## config.mk

```make
export PLATFORM = sky130hd
export DESIGN_NAME = xgpio_port
export DESIGN_NICKNAME = d
export VERILOG_FILES = /design/src/xgpio_pkg.sv /design/src/xgpio_sync.sv /design/src/xgpio_port.sv
export VERILOG_INCLUDE_DIRS = /design/src /design/src/src
export SDC_FILE = /design/constraint.sdc
export NUM_CORES = 1
export LEC_CHECK = 0
export BUFFER_PORTS_ARGS = -buffer_cell sky130_fd_sc_hd__buf_2
export CAP_MARGIN = 40
export CORE_MARGIN = 2
export CORE_UTILIZATION = 55
export DETAILED_ROUTE_END_ITERATION = 8
export HOLD_SLACK_MARGIN = 0.08
export PLACE_DENSITY = 0.89
export RECOVER_POWER = 25
export SLEW_MARGIN = 10
export SYNTH_ARGS = -nofsm -noshare
export SYNTH_HDL_FRONTEND = slang
export SYNTH_SLANG_ARGS = --single-unit
```

## constraint.sdc

```tcl
create_clock -name clk_i -period 1.16 [get_ports clk_i]
set_input_delay 0.116 -clock clk_i [delete_from_list [all_inputs] [get_ports clk_i]]
set_output_delay 0.116 -clock clk_i [all_outputs]
set_load 0.02 [all_outputs]
```

## src/xgpio_defs.svh

```systemverilog
// Purpose : constants for the extension-bus gpio port
// Assumes : 16-bit word bus, byte addresses as printed
// Notes   : definitions only
`ifndef XGPIO_DEFS_SVH
`define XGPIO_DEFS_SVH
// register byte addresses on the extension bus
`define ADDR_PORT_DATA        16'hEB80
`define ADDR_PORT_DATA_SET    16'hEB82
`define ADDR_PORT_DATA_CLEAR  16'hEB84
`define ADDR_LINE_DIR         16'hEB86
`define ADDR_LINE_DIR_SET     16'hEB88
`define ADDR_LINE_DIR_CLEAR   16'hEB8A
`define ADDR_DRIVE_MODE       16'hEB8C
`define ADDR_DRIVE_MODE_SET   16'hEB8E
`define ADDR_DRIVE_MODE_CLEAR 16'hEB90
// input-only port data register, own choice
`define ADDR_IN_PORT_DATA     16'hEBC0
// reset value and read-zero word
`define RST_WORD              16'h0000
`define RD_ZERO               16'h0000
`endif

```

## src/xgpio_pkg.sv

```systemverilog
// Purpose : types for the extension-bus gpio port
// Assumes : 16-bit data words
// Notes   : constants live in xgpio_defs.svh
package xgpio_pkg;
	// ************************************
	// bus request carrier
	// ************************************
	typedef struct packed {
		logic        sel;   // access strobe
		logic        wr;    // 1 write, 0 read
		logic [15:0] addr;  // byte address
		logic [15:0] wdata; // write word
	} bus_req_t;
	// write operation kind for one register group
	typedef enum logic [3:0] {
		OP_NONE  = 4'h1,
		OP_LOAD  = 4'h2,
		OP_SET   = 4'h4,
		OP_CLEAR = 4'h8
	} wr_op_t;
endpackage

```

## src/xgpio_sync.sv

```systemverilog
// Purpose : two-flop synchroniser for a pin vector
// Assumes : single clock domain clk_i
// Notes   : first stage feeds only the second
`timescale 1ns/1ns
module xgpio_sync #(
	parameter int WIDTH = 16
) (
	input  wire logic             clk_i,
	input  wire logic             rst_n_i,
	input  wire logic [WIDTH-1:0] async_i,
	output logic      [WIDTH-1:0] sync_o
);
	logic [WIDTH-1:0] meta_q; // first stage
	logic [WIDTH-1:0] meta_d; // first stage next
	logic [WIDTH-1:0] sync_q; // second stage
	logic [WIDTH-1:0] sync_d; // second stage next
	// next values
	always_comb
	begin
		meta_d = async_i;
		sync_d = meta_q;
	end
	// registers
	always_ff @(posedge clk_i or negedge rst_n_i)
	begin
		if (!rst_n_i)
		begin
			meta_q <= '0;
			sync_q <= '0;
		end
		else
		begin
			meta_q <= meta_d;
			sync_q <= sync_d;
		end
	end
	assign sync_o = sync_q;
endmodule

```

## src/xgpio_port.sv

```systemverilog
// Purpose : 16-bit gpio port plus input-only port on extension bus
// Assumes : single-cycle word accesses, read data registered
// Notes   : set/clear companions replace bit addressing
//
// Behaviour
// - data set register ones set data bits
// - data clear register ones clear data bits
// - direction bit: zero input, one output
// - direction set register ones set bits
// - direction clear register ones clear bits
// - drive mode: zero push-pull, one open-drain
// - drive set register ones set bits
// - drive clear register ones clear bits
// - input port needs global and own enable
// - whole-word accesses only, no bit addressing
// - second port input only, never driven
// - gpio port needs global and port enable
`timescale 1ns/1ns
`include "xgpio_defs.svh"
module xgpio_port
	import xgpio_pkg::*;
#(
	parameter int WIDTH = 16
) (
	input  wire logic             clk_i,
	input  wire logic             rst_n_i,
	input  wire bus_req_t         req_i,
	output logic      [15:0]      rdata_o,
	output logic                  rvalid_o,
	input  wire logic             global_en_i,
	input  wire logic             port_en_i,
	input  wire logic             in_port_en_i,
	input  wire logic [WIDTH-1:0] pin_i,
	output logic      [WIDTH-1:0] pin_o,
	output logic      [WIDTH-1:0] pin_oe_o,
	input  wire logic [WIDTH-1:0] in_pin_i
);
	// ************************************
	// state and helpers
	// ************************************
	logic [WIDTH-1:0] data_q, data_d;   // output latch
	logic [WIDTH-1:0] dir_q, dir_d;     // line direction
	logic [WIDTH-1:0] mode_q, mode_d;   // drive mode
	logic [15:0]      rdata_q, rdata_d; // read word
	logic             rvalid_q, rvalid_d;
	logic [WIDTH-1:0] pin_s;            // synced gpio pins
	logic [WIDTH-1:0] in_pin_s;         // synced input-only pins
	logic             port_on;          // gpio port enabled
	logic             in_on;            // input port enabled
	logic             wr_hit;           // write strobe
	wr_op_t           op_data, op_dir, op_mode;

	// decode a write onto one register group
	function automatic wr_op_t group_op(input logic [15:0] a,
		input logic [15:0] base, input logic [15:0] sa,
		input logic [15:0] ca);
		if (a == base)
			group_op = OP_LOAD;
		else if (a == sa)
			group_op = OP_SET;
		else if (a == ca)
			group_op = OP_CLEAR;
		else
			group_op = OP_NONE;
	endfunction

	// apply a whole-word write operation to a group
	function automatic logic [WIDTH-1:0] group_next(input wr_op_t op,
		input logic [WIDTH-1:0] cur, input logic [WIDTH-1:0] w);
		case (op)
			OP_LOAD:  group_next = w;
			OP_SET:   group_next = cur | w;
			OP_CLEAR: group_next = cur & ~w;
			default:  group_next = cur;
		endcase
	endfunction

	// ************************************
	// pin synchronisers
	// ************************************
	xgpio_sync #(.WIDTH(2*WIDTH)) u_sync (
		.clk_i   (clk_i),
		.rst_n_i (rst_n_i),
		.async_i ({in_pin_i, pin_i}),
		.sync_o  ({in_pin_s, pin_s})
	);

	// ************************************
	// register writes
	// ************************************
	// gpio and input port enables, write strobe
	assign port_on = global_en_i & port_en_i;
	assign in_on   = global_en_i & in_port_en_i;
	assign wr_hit  = req_i.sel & req_i.wr & port_on;

	// next values of the three groups, word writes only
	always_comb
	begin
		op_data = wr_hit ? group_op(req_i.addr, `ADDR_PORT_DATA,
			`ADDR_PORT_DATA_SET, `ADDR_PORT_DATA_CLEAR) : OP_NONE;
		op_dir  = wr_hit ? group_op(req_i.addr, `ADDR_LINE_DIR,
			`ADDR_LINE_DIR_SET, `ADDR_LINE_DIR_CLEAR) : OP_NONE;
		op_mode = wr_hit ? group_op(req_i.addr, `ADDR_DRIVE_MODE,
			`ADDR_DRIVE_MODE_SET, `ADDR_DRIVE_MODE_CLEAR) : OP_NONE;
		data_d = group_next(op_data, data_q, req_i.wdata[WIDTH-1:0]);
		dir_d  = group_next(op_dir, dir_q, req_i.wdata[WIDTH-1:0]);
		mode_d = group_next(op_mode, mode_q, req_i.wdata[WIDTH-1:0]);
	end

	// ************************************
	// register reads
	// ************************************
	// read mux, answer one cycle after the strobe
	always_comb
	begin
		rvalid_d = req_i.sel & ~req_i.wr;
		rdata_d  = `RD_ZERO;
		if (req_i.sel & ~req_i.wr)
		begin
			case (req_i.addr)
				`ADDR_PORT_DATA:
					if (port_on)
						rdata_d = 16'((dir_q & data_q) | (~dir_q & pin_s));
				`ADDR_LINE_DIR:
					if (port_on)
						rdata_d = 16'(dir_q);
				`ADDR_DRIVE_MODE:
					if (port_on)
						rdata_d = 16'(mode_q);
				`ADDR_IN_PORT_DATA:
					if (in_on)
						rdata_d = 16'(in_pin_s);
				// write-only and unmapped read zero
				default:
					rdata_d = `RD_ZERO;
			endcase
		end
	end

	// ************************************
	// state registers
	// ************************************
	always_ff @(posedge clk_i or negedge rst_n_i)
	begin
		if (!rst_n_i)
		begin
			data_q   <= WIDTH'(`RST_WORD);
			dir_q    <= WIDTH'(`RST_WORD);
			mode_q   <= WIDTH'(`RST_WORD);
			rdata_q  <= `RST_WORD;
			rvalid_q <= 1'b0;
		end
		else
		begin
			data_q   <= data_d;
			dir_q    <= dir_d;
			mode_q   <= mode_d;
			rdata_q  <= rdata_d;
			rvalid_q <= rvalid_d;
		end
	end

	// ************************************
	// pin drivers
	// ************************************
	// direction and drive mode
	always_comb
	begin
		pin_o    = data_q;
		pin_oe_o = dir_q & ~(mode_q & data_q);
		if (!port_on)
		begin
			pin_oe_o = '0;
		end
	end
	// input-only port has no driver outputs at all
	assign rdata_o  = rdata_q;
	assign rvalid_o = rvalid_q;
endmodule

```

==> flow_metrics.py, run 1 <==
metrics = {
    "outcome": {
        "status": "stopped before the end",
        "stop_stage": "global routing",
        "firstError": "[ERROR DPL-0038] Utilization greater than 100%, impossible to legalize",
    },
    "placement": {
        "placed_cells": 818,
        "dpl.hpwl_mm": 11.9,
        "port_buffers": 119,
        "routabilityCongestion": 0.942,
    },
    "yosys": {
        "netlist_area_mm2": 0.00575,
        "ys.flop_type": "dfrtp_1",
        "synth-edff-count": 0,
        "synth_warnings": 0,
        "ys_types": 40,
        "syn_inst": 534,
        "ys_ff_latch": 129,
        "syn-num-nets": 605,
        "avgSynthCellArea_um2": 10.8,
        "yosysSeqAreaShare_pct": 56.1,
        "postSynth.asyncResetShare_pct": 100,
    },
    "global_route": {
        "grt_max_degree": 36,
    },
    "clocking": {
        "numCtsBuffers": 17,
        "cts_root_buffer": "clkbuf_8",
        "cts_max_path_buffers": 2,
        "htreeDepth": 4,
        "clkSinkCount": 129,
    },
    "floorplanning": {
        "fp-row-count": 37,
        "die_x_um": 106,
        "initial_core_util_pct": 56.2,
        "ios": 120,
        "die_h_um": 106,
    },
    "sta": {
        "worst-ep-kind": "top-level output",
        "crit_endpoint": "pin_oe_o[6]",
    },
}
## stage by stage
stage | worst slack [ns] | area (um2) | setup TNS (ns) | util (%)
after CTS | -0.380 | 9510 | -11.56 | 92.9
after detailed placement | -0.815 | 7120 | -44.22 | 69.6
after global placement | -0.773 | 7120 | -41.46 | 69.6
after floorplan | -0.832 | 5960 | -30.52 | -
## cell usage after synthesis (all sizes together) (2+ instances only)
cell type | number | share of area, %
o2bb2ai | 4 | 0.61
and2 | 2 | 0.22
o21ai | 36 | 3.1
nor4 | 19 | 2.2
a41oi | 16 | 2.4
a21oi | 16 | 1.4
nand4b | 18 | 2.7
nand2 | 4 | 0.26
nor2 | 4 | 0.26
or4 | 5 | 0.72
nor2b | 13 | 1.4
nand3 | 9 | 0.78
buf | 8 | 1.0
inv | 65 | 4.2
a22o | 16 | 2.4
a32o | 12 | 2.1
a21o | 29 | 3.8
dfrtp | 129 | 56
a211oi | 16 | 2.1
nor3 | 21 | 1.8
a22oi | 4 | 0.52
clkbuf | 37 | 2.4
nand4 | 9 | 0.98
o2111ai | 16 | 2.4
a311oi | 16 | 2.4
## repair_timing
action / 4_1_cts
pin swaps: 65
gates cloned: 8
endpoints found under the setup margin: 108
hold endpoints to repair: 217
resized for setup: 210
hold buffers: 52
setup buffers: 58
## cell families after synthesis
group / after synthesis / synth area share [%]
xor gates and xnor gates: 1 / 0.152
buffers and inverters: 110 / 7.66
muxes: 1 / 0.174
AOI/OAI and AO/OA: 183 / 23.6
DFF: 129 / 56.1
and+or+nand+nor: 110 / 12.3
==> inputs of run 2 (changes only) <==
--- a/config.mk
+++ b/config.mk
@@ -9,10 +9,9 @@
 export BUFFER_PORTS_ARGS = -buffer_cell sky130_fd_sc_hd__buf_2
 export CAP_MARGIN = 40
 export CORE_MARGIN = 2
-export CORE_UTILIZATION = 55
+export CORE_UTILIZATION = 40
 export DETAILED_ROUTE_END_ITERATION = 8
-export HOLD_SLACK_MARGIN = 0.08
-export PLACE_DENSITY = 0.89
+export PLACE_DENSITY_LB_ADDON = 0.15
 export RECOVER_POWER = 25
 export SLEW_MARGIN = 10
 export SYNTH_ARGS = -nofsm -noshare
==> flow_metrics.py, run 2 <==
metrics = {
    "hold_path": {
        "min_path_cells": 2,
        "hp-class": "input port to flop",
        "hold_path_end": "dir_q[1]",
        "worstHoldStart": "req_i[1]",
    },
    "placement": {
        "dpl.hpwl_mm": 13.0,
        "routabilityCongestion": 0.880,
        "port_buffers": 119,
        "placed_cells": 871,
        "placed_area_mm2": 0.00730,
    },
    "final_layout": {
        "diodes": 0,
        "layout.nets": 909,
        "fin_cells": 1031,
        "final_cell_mix": "122 x dfrtp_1, 103 x buf_4, 81 x buf_2",
        "area_growth_pct": 78.0,
        "mostFrequentLayoutCell": "dfrtp_1",
        "design_area_mm2": 0.0102,
        "layout-drive-gt1-share_pct": 50.3,
    },
    "global_route": {
        "antenna_found_initial": 0,
        "grt_usage_pct": 31.4,
        "grt_pass1_vias": 6280,
        "grt_pass1_wl_mm": 34.9,
        "gr-total-overflow": 0,
        "grt_max_degree": 31,
    },
    "outcome": {
        "status": "complete, but fails checks",
        "failed_checks": "negative setup slack",
    },
    "yosys": {
        "synth_warnings": 0,
        "yosysSeqAreaShare_pct": 56.1,
        "netlist_area_mm2": 0.00575,
        "postSynth.asyncResetShare_pct": 100,
        "ys_ff_latch": 129,
        "synth-edff-count": 0,
        "yosys-top-cells-count": "129 x dfrtp_1, 65 x inv_1, 37 x clkbuf_1",
        "synth.most_common_cell": "dfrtp_1",
        "syn-num-nets": 605,
        "ys_top_cells_by_area": "dfrtp_1 56%, inv_1 4.2%, a21o_1 3.8%, o21ai_0 3.1%, nand4b_1 2.7%",
        "avgSynthCellArea_um2": 10.8,
        "netlist.area_leader.share_pct": 56.1,
        "ys_types": 40,
        "yosys.area.top_type": "dfrtp_1",
        "ys.flop_type": "dfrtp_1",
        "syn_inst": 534,
    },
    "sta": {
        "finalCriticalPeriod_ns": 1.47,
        "slew-limit-headroom_pct": 72.7,
        "worstMarginPinSlew_ns": 0.410,
        "clock_skew_ns": 0.00585,
        "tns_ns": -17.24,
        "hold_viol": 0,
        "slew_violations": 0,
        "rsz0062_at_grt": "true",
        "fmax_mhz": 680,
        "fin_ws_ns": -0.312,
        "setup_viol": 96,
        "finalCritPeriodShare_pct": 127,
    },
    "setup_path": {
        "rr_startpoint": "pin_o[10]",
        "critPathMaxFanout": 6,
        "rr_endpoint": "rdata_o[10]",
        "rrSetupSlack_ns": -0.20,
        "arrival_ns": 1.78,
        "cp-end-kind": "flop",
        "critPathLaunchType": "input port",
        "cp.required_ns": 1.47,
        "r2r_cells": 5,
        "path_cells": "buf_6, nand4b_1, or4_4, or4_4, buf_6, a32o_1",
        "critical_path_class": "input port to flop",
        "slowest_stage": "or4_4",
        "cpPeakStageDelay_ns": 0.53,
    },
    "floorplanning": {
        "die_x_um": 124,
        "die_area_mm2": 0.0154,
        "die_h_um": 124,
        "fp-row-count": 43,
        "ios": 120,
        "initial_core_util_pct": 41.1,
        "core-area_mm2": 0.0140,
    },
    "power_and_ir_drop": {
        "cellPowerDensity_mw_per_mm2": 1090,
        "ir_drop_uv": 983,
        "total_power_mw": 11.1,
        "power_leakage_nw": 4.73,
    },
    "job": {
        "drv_cap": 0,
    },
    "clocking": {
        "clkSinkCount": 129,
        "clk_pin_slew_ns": 0.06,
        "htreeDepth": 4,
        "numCtsBuffers": 17,
        "cts_root_buffer": "clkbuf_16",
        "cts_tree": "built",
        "cts_max_path_buffers": 2,
        "insertion_delay_ns": 0.42,
    },
    "route": {
        "drt_iter0_drc": 585,
        "wl_per_cell_um": 22.6,
        "drt_wl_total_mm": 23.3,
        "via_count": 6225,
        "firstDrtPassIters": 5,
        "drtAntennaViolNets": 0,
        "vias_per_cell": 6.04,
        "drc": 0,
    },
}
-- run 2: cell counts after synthesis --
Identical to the previous run, type by type.
-- run 2: through the flow --
| stage | utilization (%) | worst slack (ns) | hold WS [ns] |
|---|---|---|---|
| after floorplan | - | -0.832 | -0.180 |
| after global placement | 52.2 | -0.742 | 0.0759 |
| after detailed placement | 52.2 | -0.765 | 0.0760 |
| after CTS | 70.5 | -0.270 | 0.000488 |
| after global routing | 73.2 | -0.338 | 0.0173 |
| final | 73.2 | -0.312 | 0.0140 |
-- run 2: critical path: cells and delay by family --
family	cells	cell delay, ns
simple gates	3	1.19
buf+inv	2	0.25
compound gates	1	0.22
-- run 2: worst max-delay path by stage --
stage / startpoint / end / cells past startpoint
2_1_floorplan: req_i[17] / mode_q[0] / 7
3_3_place_gp: req_i[16] / mode_q[10] / 5
3_5_place_dp: req_i[16] / mode_q[10] / 5
4_1_cts: req_i[28] / mode_q[9] / 6
5_1_grt: dir_q[4] / pin_oe_o[4] / 4
6_report: req_i[28] / mode_q[8] / 6
-- run 2: final cells by class --
class | count | area [um2]
Clock buffer | 19 | 433
Timing Repair Buffer | 329 | 3120
Inverter | 65 | 249
Tap cell | 180 | 225
Clock inverter | 13 | 154
Fill cell | 975 | 3750
Multi-Input combinational cell | 296 | 2820
Sequential cell | 129 | 3240
-- run 2: routing by layer --
layer	share of wire (%)	vias up	GRT usage (%)
li1	-	2627	-
met1	38	3070	39.1
met2	47	417	49.9
met3	9.6	111	7.28
met4	5.3	0	18.7
met5	0	-	0
-- run 2: repair_timing --
item                       CTS  global route
pin swaps                   57            36
gates cloned                14             2
gates resized for setup    209            63
setup buffers               57            28
hold buffers                43             0
setup endpoints to repair   92            96
hold endpoints to repair   180             0
-- run 2: report_power, final --
group / leakage (nW) / switching (mW) / internal (mW)
combinational: 2.90 / 0.651 / 0.498
clock: 0.284 / 2.12 / 3.21
sequential: 1.54 / 0.0283 / 4.62
total: 4.73 / 2.80 / 8.32
-- run 2: kinds of logic (layout without fill, tap and decap cells) --
| family | after synthesis | after routing | synth area share (%) |
|---|---|---|---|
| compound gates | 183 | 183 | 23.6 |
| xor+xnor | 1 | 1 | 0.152 |
| buf+inv | 110 | 426 | 7.66 |
| flops | 129 | 129 | 56.1 |
| mux | 1 | 1 | 0.174 |
| simple gates | 110 | 111 | 12.3 |
Power figures use the tool's default switching activity.
